==> src/core/ppci_pkg.sv <==
// Package for the port pin-change interrupt block: register map, resets,
// bus carrier types.
// Assumes a classic Wishbone slave with 32-bit data and byte addresses.
package ppci_pkg;

  // ----------------------------------------------------------------
  // Widths
  // ----------------------------------------------------------------
  localparam int PinCount = 8;
  localparam int AddrWidth = 8;

  // ----------------------------------------------------------------
  // Register byte offsets
  // ----------------------------------------------------------------
  localparam logic [7:0] RiseEdgeEnableOffset = 8'h00;
  localparam logic [7:0] FallEdgeEnableOffset = 8'h04;
  localparam logic [7:0] PinChangeFlagsOffset = 8'h08;
  localparam logic [7:0] CoreIntControlOffset = 8'h0c;

  // ----------------------------------------------------------------
  // Field positions in the core interrupt control register
  // ----------------------------------------------------------------
  localparam int SummaryFlagBit = 0;
  localparam int MasterEnableBit = 3;
  localparam int SleepBit = 8;

  // ----------------------------------------------------------------
  // Reset values
  // ----------------------------------------------------------------
  localparam logic [7:0] RiseEdgeEnableReset = 8'h00;
  localparam logic [7:0] FallEdgeEnableReset = 8'h00;
  localparam logic [7:0] PinChangeFlagsReset = 8'h00;
  localparam logic MasterEnableReset = 1'b0;
  localparam logic SleepReset = 1'b0;

  // ----------------------------------------------------------------
  // Carrier types
  // ----------------------------------------------------------------
  typedef struct packed {
    logic cyc;
    logic stb;
    logic we;
    logic [3:0] sel;
    logic [AddrWidth-1:0] adr;
    logic [31:0] dat;
  } ppci_wb_req_t;

  typedef struct packed {
    logic ack;
    logic [31:0] dat;
  } ppci_wb_rsp_t;

endpackage

==> src/core/ppci_edge_detect.sv <==
// Synchroniser and per-pin edge detector for the watched port.
// Assumes the pins are asynchronous to clk_sys.
`timescale 1ns/1ns
module ppci_edge_detect (
  input wire logic clk_sys,
  input wire logic rst_b,
  input wire logic [7:0] pinIn,
  input wire logic [7:0] riseEnable,
  input wire logic [7:0] fallEnable,
  output logic [7:0] edgeHit
);

  // ----------------------------------------------------------------
  // Synchroniser and history
  // ----------------------------------------------------------------
  logic [7:0] syncA_reg;
  logic [7:0] syncB_reg;
  logic [7:0] prev_reg;
  logic [7:0] syncA_next;
  logic [7:0] syncB_next;
  logic [7:0] prev_next;

  // Two flops before use; prev holds last synchronised sample
  always_comb begin
    syncA_next = pinIn;
    syncB_next = syncA_reg;
    prev_next = syncB_reg;
  end

  always_ff @(posedge clk_sys or negedge rst_b) begin
    if (!rst_b) begin
      syncA_reg <= 8'h00;
      syncB_reg <= 8'h00;
      prev_reg <= 8'h00;
    end else begin
      syncA_reg <= syncA_next;
      syncB_reg <= syncB_next;
      prev_reg <= prev_next;
    end
  end

  // ----------------------------------------------------------------
  // Edge qualification per pin
  // ----------------------------------------------------------------
  genvar i;
  generate
    for (i = 0; i < 8; i++) begin : gPin
      // Both enables set gives both polarities
      assign edgeHit[i] =
        (riseEnable[i] & syncB_reg[i] & ~prev_reg[i]) |
        (fallEnable[i] & ~syncB_reg[i] & prev_reg[i]);
    end
  endgenerate

endmodule

==> src/core/ppci_top.sv <==
// Pin-change interrupt block for one 8-pin port, Wishbone register slave.
// Assumes a classic Wishbone master on clk_sys; pins are asynchronous.
`timescale 1ns/1ns

// Notes on behaviour
// - Enabled rising or falling edge sets flag
// - Request raised only while master enable set
// - Flags still set with master enable off
// - Summary flag is OR of pin flags
// - Writing zero clears flag; flags sticky
// - Edge during clearing write keeps flag set
// - Pin change wakes from Sleep if enabled
// - Sleep edge recorded before first instruction
// - Rising enable register, eight bits, reset 0
// - Falling enable register, eight bits, reset 0
// - Both enables detect both edge polarities
// - Flags read/write, hardware set, reset 0
module ppci_top (
  input wire logic clk_sys,
  input wire logic rst_b,
  input wire ppci_pkg::ppci_wb_req_t wbReq,
  output ppci_pkg::ppci_wb_rsp_t wbRsp,
  input wire logic [7:0] watchedPort,
  output logic changeIrq,
  output logic wakeRequest
);

  // ----------------------------------------------------------------
  // State
  // ----------------------------------------------------------------
  logic [7:0] riseEdgeEnable_reg;
  logic [7:0] riseEdgeEnable_next;
  logic [7:0] fallEdgeEnable_reg;
  logic [7:0] fallEdgeEnable_next;
  logic [7:0] pinChangeFlags_reg;
  logic [7:0] pinChangeFlags_next;
  logic masterEnable_reg;
  logic masterEnable_next;
  logic sleep_reg;
  logic sleep_next;
  logic ack_reg;
  logic ack_next;
  logic [31:0] rdData_reg;
  logic [31:0] rdData_next;
  logic irq_reg;
  logic irq_next;
  logic wake_reg;
  logic wake_next;
  logic [7:0] edgeHit;
  logic access;
  logic wrByte0;
  logic wrByte1;
  logic summary;

  // ----------------------------------------------------------------
  // Edge detection
  // ----------------------------------------------------------------
  ppci_edge_detect uEdge (
    .clk_sys(clk_sys),
    .rst_b(rst_b),
    .pinIn(watchedPort),
    .riseEnable(riseEdgeEnable_reg),
    .fallEnable(fallEdgeEnable_reg),
    .edgeHit(edgeHit)
  );

  // ----------------------------------------------------------------
  // Bus decode
  // ----------------------------------------------------------------
  // Ack low on the access edge keeps one answer per request
  assign access = wbReq.cyc & wbReq.stb & ~ack_reg;
  assign wrByte0 = access & wbReq.we & wbReq.sel[0];
  assign wrByte1 = access & wbReq.we & wbReq.sel[1];
  assign summary = |pinChangeFlags_reg;

  // ----------------------------------------------------------------
  // Register next values
  // ----------------------------------------------------------------
  always_comb begin
    riseEdgeEnable_next = riseEdgeEnable_reg;
    fallEdgeEnable_next = fallEdgeEnable_reg;
    pinChangeFlags_next = pinChangeFlags_reg;
    masterEnable_next = masterEnable_reg;
    sleep_next = sleep_reg;
    if (wrByte0) begin
      unique case (wbReq.adr)
        ppci_pkg::RiseEdgeEnableOffset: begin
          riseEdgeEnable_next = wbReq.dat[7:0];
        end
        ppci_pkg::FallEdgeEnableOffset: begin
          fallEdgeEnable_next = wbReq.dat[7:0];
        end
        ppci_pkg::PinChangeFlagsOffset: begin
          // Plain write: software may clear or set bits
          pinChangeFlags_next = wbReq.dat[7:0];
        end
        ppci_pkg::CoreIntControlOffset: begin
          masterEnable_next = wbReq.dat[ppci_pkg::MasterEnableBit];
        end
        default: begin
        end
      endcase
    end
    if (wrByte1 && wbReq.adr == ppci_pkg::CoreIntControlOffset) begin
      sleep_next = wbReq.dat[ppci_pkg::SleepBit];
    end
    // Hardware set wins over any write in the same cycle
    // Detection ignores the master enable
    pinChangeFlags_next = pinChangeFlags_next | edgeHit;
    // With master enable set, an edge or an already set flag leaves sleep at once
    if (masterEnable_reg && (|edgeHit || summary)) begin
      sleep_next = 1'b0;
    end
  end

  // ----------------------------------------------------------------
  // Bus answer and outputs
  // ----------------------------------------------------------------
  // Zero wait state: ack one edge after the request is seen
  always_comb begin
    ack_next = access;
    rdData_next = 32'h0000_0000;
    if (access && !wbReq.we) begin
      unique case (wbReq.adr)
        ppci_pkg::RiseEdgeEnableOffset: begin
          rdData_next[7:0] = riseEdgeEnable_reg;
        end
        ppci_pkg::FallEdgeEnableOffset: begin
          rdData_next[7:0] = fallEdgeEnable_reg;
        end
        ppci_pkg::PinChangeFlagsOffset: begin
          rdData_next[7:0] = pinChangeFlags_reg;
        end
        ppci_pkg::CoreIntControlOffset: begin
          rdData_next[ppci_pkg::SummaryFlagBit] = summary;
          rdData_next[ppci_pkg::MasterEnableBit] = masterEnable_reg;
          rdData_next[ppci_pkg::SleepBit] = sleep_reg;
        end
        default: begin
          rdData_next = 32'h0000_0000;
        end
      endcase
    end
    // Level request follows the sticky flags
    irq_next = masterEnable_next & (|pinChangeFlags_next);
    // Wake rises with the edge edge that sets the flag; the flag register
    // updates on that same clock edge, so it is readable at wake
    wake_next = sleep_reg & masterEnable_reg &
      (summary | (|edgeHit));
  end

  // Single register process for all state
  always_ff @(posedge clk_sys or negedge rst_b) begin
    if (!rst_b) begin
      riseEdgeEnable_reg <= ppci_pkg::RiseEdgeEnableReset;
      fallEdgeEnable_reg <= ppci_pkg::FallEdgeEnableReset;
      pinChangeFlags_reg <= ppci_pkg::PinChangeFlagsReset;
      masterEnable_reg <= ppci_pkg::MasterEnableReset;
      sleep_reg <= ppci_pkg::SleepReset;
      ack_reg <= 1'b0;
      rdData_reg <= 32'h0000_0000;
      irq_reg <= 1'b0;
      wake_reg <= 1'b0;
    end else begin
      riseEdgeEnable_reg <= riseEdgeEnable_next;
      fallEdgeEnable_reg <= fallEdgeEnable_next;
      pinChangeFlags_reg <= pinChangeFlags_next;
      masterEnable_reg <= masterEnable_next;
      sleep_reg <= sleep_next;
      ack_reg <= ack_next;
      rdData_reg <= rdData_next;
      irq_reg <= irq_next;
      wake_reg <= wake_next;
    end
  end

  assign wbRsp.ack = ack_reg;
  assign wbRsp.dat = rdData_reg;
  assign changeIrq = irq_reg;
  assign wakeRequest = wake_reg;

endmodule

==> config.mk <==
export PLATFORM = sky130hd
export DESIGN_NAME = ppci_top
export DESIGN_NICKNAME = d
export VERILOG_FILES = /design/src/core/ppci_pkg.sv /design/src/core/ppci_edge_detect.sv /design/src/core/ppci_top.sv
export SDC_FILE = /design/constraint.sdc
export NUM_CORES = 1
export LEC_CHECK = 0
export BUFFER_PORTS_ARGS = -buffer_cell sky130_fd_sc_hd__buf_2
export CORE_UTILIZATION = 37
export CTS_BUF_LIST = sky130_fd_sc_hd__clkbuf_2 sky130_fd_sc_hd__clkbuf_4 sky130_fd_sc_hd__clkbuf_8
export CTS_CLUSTER_SIZE = 8
export DETAILED_ROUTE_END_ITERATION = 10
export PLACE_DENSITY = 0.73
export SETUP_SLACK_MARGIN = 0.4
export SLEW_MARGIN = 30
export SYNTH_ARGS = -nofsm -noshare
export SYNTH_HDL_FRONTEND = slang
export SYNTH_HIERARCHICAL = 1
export SYNTH_SLANG_ARGS = --single-unit
==> constraint.sdc <==
create_clock -name clk_sys -period 1.8 [get_ports clk_sys]
set_input_delay 0.36 -clock clk_sys [delete_from_list [all_inputs] [get_ports clk_sys]]
set_output_delay 0.36 -clock clk_sys [all_outputs]
set_load 0.005 [all_outputs]
Word level (Yosys, flattened, before mapping)
Index checks and enable logic that the tools add are counted.
{ "totals": {"input_bits": 57, "wordCells": 106, "output_inout_bits": 35, "register_bits": 85} }
{ "classes": {"bitwise": 67, "muxes": 12, "n_eq_ne": 3, "n_reduce_logical": 12} }
{ "op_table": {"columns": ["operator", "n"], "rows": [
  ["$and 1x1->1", 40],
  ["$reduce_or 8->1", 3],
  ["$not 1->1", 17],
  ["$eq 8x4->1 const B", 2],
  ["$mux 8", 2],
  ["$pmux 4 s3", 1],
  ["$mux 9", 1],
  ["$or 1x1->1", 9],
  ["$eq 8x3->1 const B", 1],
  ["$logic_not 8->1", 1],
  ["$or 8x8->8", 1],
  ["$pmux 1 s4", 2],
  ["$pmux 2 s3", 1],
  ["$mux 1", 5],
  ["$reduce_and 2->1", 2],
  ["$logic_and 1x1->1", 3],
  ["$reduce_bool 2->1", 1],
  ["$logic_not 1->1", 1],
  ["$logic_or 1x1->1", 1]
]} }

Longest topological paths before layout
Gate-level depths: netlist (run 1).
{ "logic_depth": {"depth_word": 8, "ltp_mapped": 6, "ltp_nobuf": 6} }

Cells and area by module
Netlist (run 1), hierarchy kept.
{ "by_module_without_submodules": {"columns": ["module", "n_inst", "seq_area_each_um2", "area_per_inst_um2", "cells_each"], "rows": [
  ["ppci_top", 1, 950.9, 1929.4, 169],
  ["ppci_edge_detect", 1, 600.6, 713.2, 48]
]} }

Worst setup path before layout (run 1)
Ideal clock, no wire load.
{ "synth_path": {"path_type": "input -> register", "from": "input port wbReq[33] in the netlist's numbering", "to": "register pinChangeFlags_reg[1]", "n_path_buf": 1, "path_stages": 4, "setup_ns": 0.124, "required_ns": 1.676, "setup_slack_ns": 0.210, "arrival_time_ns": 1.466, "path_cell_list": "nor4_4 -> nand4_4 -> buf_6 -> a211o_1"} }
{ "synth_via": {"elab_chain_len": 4} }
{ "synth_rtl": {"columns": ["element", "line_no", "text"], "rows": [
  ["from (decl)", "ppci_top.sv:21", "input wire ppci_pkg::ppci_wb_req_t wbReq,"],
  ["$eq 8x4->1", "ppci_top.sv:86", "unique case (wbReq.adr)"],
  ["$mux 8", "ppci_top.sv:86", null],
  ["$mux 8", "ppci_top.sv:85", "if (wrByte0) begin"],
  ["$or 8x8->8", "ppci_top.sv:109", "pinChangeFlags_next = pinChangeFlags_next | edgeHit;"],
  ["named net pinChangeFlags_next[1]", "ppci_top.sv:36", "logic [7:0] pinChangeFlags_next;"],
  ["to (signal assigned)", "ppci_top.sv:157", "pinChangeFlags_reg <= ppci_pkg::PinChangeFlagsReset;"],
  ["to (signal assigned)", "ppci_top.sv:167", "pinChangeFlags_reg <= pinChangeFlags_next;"],
  ["to (decl)", "ppci_top.sv:35", "logic [7:0] pinChangeFlags_reg;"]
]} }
The timed path passes the listed nets, and every way through them passes these cells.
A chain may end at the register's enable or synchronous reset.

Worst setup path after layout (run 1)
{ "layout_path": {"from": "register pinChangeFlags_reg[7]", "to": "register rdData_reg[0]"} }
{ "layout_via": {"elab_chain_len": 3} }
{ "layout_rtl": {"columns": ["element", "line_no", "text"], "rows": [
  ["$reduce_or 8->1", "ppci_top.sv:74", "assign summary = |pinChangeFlags_reg;"],
  ["$pmux 1 s4", "ppci_top.sv:124", "unique case (wbReq.adr)"],
  ["$mux 9", "ppci_top.sv:123", "if (access && !wbReq.we) begin"],
  ["named net rdData_next[0]", "ppci_top.sv:44", "logic [31:0] rdData_next;"],
  ["to (signal assigned)", "ppci_top.sv:171", "rdData_reg <= rdData_next;"],
  ["to (decl)", "ppci_top.sv:43", "logic [31:0] rdData_reg;"]
]} }
The timed path passes the listed nets, and every way through them passes these cells.

==> results of run 1 <==
## layout by cell type (no fill, tap or decap), types with 2 or more instances in the layout
master and count:
nor2_1 17, nor2_2 5, nand4_4 3, nand4_1 2, nor4_1 2, buf_4 14
or4_4 2, clkbuf_8 12, a211o_1 8, dfrtp_1 61, buf_2 43, mux2i_1 8
a21oi_1 7, mux4_2 2, nor2b_1 2, conb_1 23, mux2_2 17, nand2_1 18
buf_12 3, o22ai_1 7, inv_1 8, nor4_4 3, and4_1 2
## final timing paths
check,slack (ns),depth (start not counted),startpoint,end
max,0.17,4,pinChangeFlags_reg[7],rdData_reg[0]
min,0.13,1,watchedPort[0],uEdge/syncA_reg[0]
max reg2reg,0.17,4,pinChangeFlags_reg[7],rdData_reg[0]
min reg2reg,0.35,0,uEdge/syncA_reg[4],uEdge/prev_next[4]
max in group asynchronous,0.79,3,rst_b,pinChangeFlags_reg[7]
min in group asynchronous,0.48,2,rst_b,uEdge/syncA_reg[6]
## power by group
group / total [mW] / switching (mW) / internal [mW]
Clock: 1.24 / 0.496 / 0.742
Combinational: 0.302 / 0.151 / 0.151
Sequential: 1.48 / 0.0394 / 1.44
## kinds of logic after synthesis
logic type             share of synthesized area [%]
AOI/OAI and AO/OA                               6.11
other                                          0.142
DFF                                             58.7
muxes                                           12.0
buffers and inverters                           8.90
and+or+nand+nor                                 14.2
## worst max-delay path, cell delays in order (launching register included)
cell and delay [ns]:
dfrtp_2 0.43, nor4_4 0.33, nand2_1 0.12, mux4_2 0.49
nor2b_4 0.14
## cell type report
cell class	instances	area [um2]
Inverter	8	30.0
Tap cell	96	120
Multi-Input combinational cell	141	1030
Clock inverter	3	42.5
Timing Repair Buffer	63	429
Fill cell	633	3460
Clock buffer	12	165
Sequential cell	62	1550
## what timing repair did
action	4_1_cts	5_1_grt
endpoints found under the hold margin	16	0
setup buffers	7	4
setup endpoints to repair	28	28
gates resized for setup	10	12
hold buffers	1	0
pin swaps	6	9
cloned	1	0
## routing by layer
| layer | routed length [um] | vias up | GRT usage (%) | share of wire [%] |
|---|---|---|---|---|
| met5 | 0 | - | 0 | 0 |
| met4 | 73 | 0 | 6.82 | 1.5 |
| met3 | 285 | 6 | 6.19 | 5.7 |
| met2 | 2490 | 66 | 23.7 | 50 |
| met1 | 2180 | 854 | 17.4 | 43 |
| li1 | - | 843 | - | - |
## per-stage QoR
stage / instance area (um2) / instances
floorplan: 2740 / 239
global placement: 2930 / 357
detailed placement: 2930 / 357
CTS: 3300 / 381
global route: 3370 / 385
finish: 3370 / 385
==> flow_summary.ini, run 1 <==
[detailed_routing]
drcViolationCount = 0
avgRoutedWirePerCell_um = 13.0
drt_iter0_markers = 131
via_count = 1769
routed_wl_mm = 5.02
detail-route-antenna-nets = 0
via_per_inst = 4.59
firstDrtPassIters = 4

[sta]
setup_ws_ns = 0.174
post-route-min-period_ns = 1.63
finalMaxSlewViolations = 0
fmax_ghz = 0.615
rsz0062_at_grt = true
holdWs_ns = 0.126
timing.final.hold_violations = 0
fin_skew_ns = 0.00824
period_share_pct = 90.4
finalSetupViolations = 0
fin_tns_setup_ns = 0

[floorplan]
io_pins = 92
num_rows = 30
die_x_um = 86.5
core_um2 = 6830
dieArea_um2 = 7480
start_util_pct = 38.7
die_height_um = 86.5

[global_route]
grt_use_total_pct = 14.8
grt_pass1_wl_mm = 8.00
grt_antenna_before_repair = 0
grt-ovfl-total = 0
grt_pass1_vias = 1694
grt_max_degree = 37

[yosys]
synth_area_um2 = 2640
yosysMostFrequentCell = dfrtp_1
ys_ff_latch = 62
avgSynthCellArea_um2 = 12.2
synthCells = 217
synth_area_leaders = dfrtp_1, mux2_2, buf_4
synth_flop_cell = dfrtp_1
synth_edf_count = 0
synth_cell_types = 33
synth.yosys.warnings = 6
synth_area_leader_cell = dfrtp_1
async_reset_ff_share_pct = 100
yosys-top-cells-count = dfrtp_1, buf_4, nor2_1
synth_top_area_share_pct = 58.7
yosysSeqAreaShare_pct = 58.7

[worst_setup_path]
cp-end-kind = flop
worst-endpoint-required_ns = 2.03
cp-start-kind = flop
critPathArrivalTime_ns = 1.85
worstSetupPathType = flop to flop
crit_fanout = 2

[clock_network]
cts_buffers = 9
cts_sinks = 62
root_buffer = clkbuf_8
cts.path.max_buffers = 2
cts_htree_levels = 3
clk_latency_ns = 0.34
cts_tree = done
path_clk_slew_ns = 0.06

[power_and_ir_drop]
total_power_mw = 3.02
powerDensity_nw_per_um2 = 898
power.leakage_nw = 1.76
peakVddDrop_v = 0.000502

[place]
gp_congestion = 0.828
numPortBuffers = 43
pre_cts_ws_ns = 0.0336
dp_hpwl_mm = 3.35

[finish]
fin_util_pct = 49.3
area_growth_pct = 27.4
drive_above_1_share_pct = 39.4
n_antenna_cell = 0
final_net_count = 342
largest_reg_flops = 9

[run_status]
outcome = finished clean

[worst_hold_path]
min_path_type = input pin to flop

[flow_run]
maxCapViolations = 0
(Power assumes the default switching activity.)
==> run 2, diff against run 1 <==
REMOVE_ABC_BUFFERS = 1   (was not set)
==> flow_summary.ini, run 2 (same netlist as run 1, synthesis figures left out) <==
[sta]
timing.final.hold_violations = 0
finalMaxSlewViolations = 0
period_share_pct = 93.3
fin_skew_ns = 0.00664
finalSetupViolations = 0
fmax_ghz = 0.595
holdWs_ns = 0.0261
fin_tns_setup_ns = 0
rsz0062_at_grt = true
post-route-min-period_ns = 1.68

[power_and_ir_drop]
powerDensity_nw_per_um2 = 903
peakVddDrop_v = 0.000387
power.leakage_nw = 1.75

[clock_network]
cts_buffers = 9
cts.path.max_buffers = 2
clk_latency_ns = 0.34
root_buffer = clkbuf_8
path_clk_slew_ns = 0.07
cts_tree = done
cts_htree_levels = 3
cts_sinks = 62

[detailed_routing]
drt_iter0_markers = 75
via_count = 1824
avgRoutedWirePerCell_um = 14.2
firstDrtPassIters = 4
routed_wl_mm = 5.46
detail-route-antenna-nets = 0
via_per_inst = 4.73
drcViolationCount = 0

[finish]
drive_above_1_share_pct = 40.0
final_net_count = 342
ff_latch_area_um2 = 1550
area_growth_pct = 25.9
final_cell_mix = dfrtp_1, buf_2, conb_1
n_antenna_cell = 0
final_common_cell = dfrtp_1
fill_cells = 641
largest_reg_flops = 9
fin_util_pct = 48.7
multi_input_area_um2 = 1030

[global_route]
grt-ovfl-total = 0
grt_use_total_pct = 16.1
grt_max_degree = 63
grt_pass1_wl_mm = 8.83
grt_pass1_vias = 1855
grt_antenna_before_repair = 0

[floorplan]
num_rows = 30
io_pins = 92
die_height_um = 86.5
dieArea_um2 = 7480
core_um2 = 6830
start_util_pct = 38.7
die_x_um = 86.5

[place]
numPortBuffers = 43
gp_congestion = 0.817

[worst_setup_path]
worstSetupPathType = flop to flop
critPathArrivalTime_ns = 1.91
worst-endpoint-required_ns = 2.03
cp-start-kind = flop
cp-end-kind = flop
crit_fanout = 3

[flow_run]
maxCapViolations = 0

[worst_hold_path]
min_path_type = input pin to asynchronous set/reset pin

[run_status]
outcome = finished clean
run 2: cell types whose count changed in the layout (fill, tap and decap cells not counted), moves of 2 or more:
| cell | delta |
|---|---|
| clkinv_2 | +2 |
| nor2_1 | +3 |
| nor2_2 | -3 |
| buf_12 | -2 |
| buf_6 | +3 |
run 2: power by group:
group | switching (mW) | leakage [nW] | internal, mW | total (mW)
logic | 0.144 | 0.834 | 0.148 | 0.292
registers | 0.0416 | 0.806 | 1.44 | 1.48
clock network | 0.504 | 0.110 | 0.723 | 1.23
total | 0.690 | 1.75 | 2.31 | 3.00
run 2: metal layers:
layer	wire length, um	GRT usage (%)	share of wire [%]	vias up
met2	2730	26.5	50	68
met4	106	8.18	1.9	0
met5	0	0	0	-
li1	-	-	-	846
met3	269	4.86	4.9	10
met1	2350	19.2	43	900
run 2: path summary, 6_finish.rpt:
| path | from | end | slack, ns | cells past startpoint |
|---|---|---|---|---|
| min in group clk_sys | watchedPort[3] | uEdge/syncA_reg[3] | 0.12 | 1 |
| setup reg to reg | riseEdgeEnable_reg[3] | wakeRequest | 0.12 | 6 |
| hold / removal | rst_b | pinChangeFlags_reg[1] | 0.03 | 2 |
| max in group asynchronous | rst_b | pinChangeFlags_reg[7] | 1.50 | 2 |
| hold reg to reg | uEdge/syncA_reg[2] | uEdge/prev_next[2] | 0.35 | 0 |
| setup / recovery | riseEdgeEnable_reg[3] | wakeRequest | 0.12 | 6 |
run 2: timing repair:
item	4_1_cts	5_1_grt
hold buffers	0	0
setup endpoints to repair	28	28
setup buffers	6	6
pin swaps	18	10
resized for setup	10	14
endpoints found under the hold margin	0	0
run 2: worst max-delay path, stage by stage (launching register included):
cell     delay [ns]
dfrtp_1        0.39
nand2_1        0.08
o22ai_1        0.12
or4_4          0.56
nor2_4         0.14
nand3_2        0.11
and3_4         0.18
run 2: cell type report:
class / instances / share of cell area (%)
flip-flops and latches: 62 / 46.7
well taps: 96 / 3.61
multi-input cells: 141 / 30.9
inverters: 8 / 0.903
clock buffers: 12 / 4.78
clock inverters: 4 / 1.35
repair buffers: 63 / 11.8
run 2: per-stage QoR:
step / power [mW] / cells / setup WS (ns) / instance area (um2)
floorplan: 1.58 / 211 / 0.252 / 2520
finish: 3.00 / 386 / 0.120 / 3330
CTS: 2.98 / 380 / 0.166 / 3230
global placement: 1.70 / 358 / 0.0279 / 2930
global route: 3.14 / 386 / 0.0656 / 3330
detailed placement: 1.71 / 358 / 0.00655 / 2930
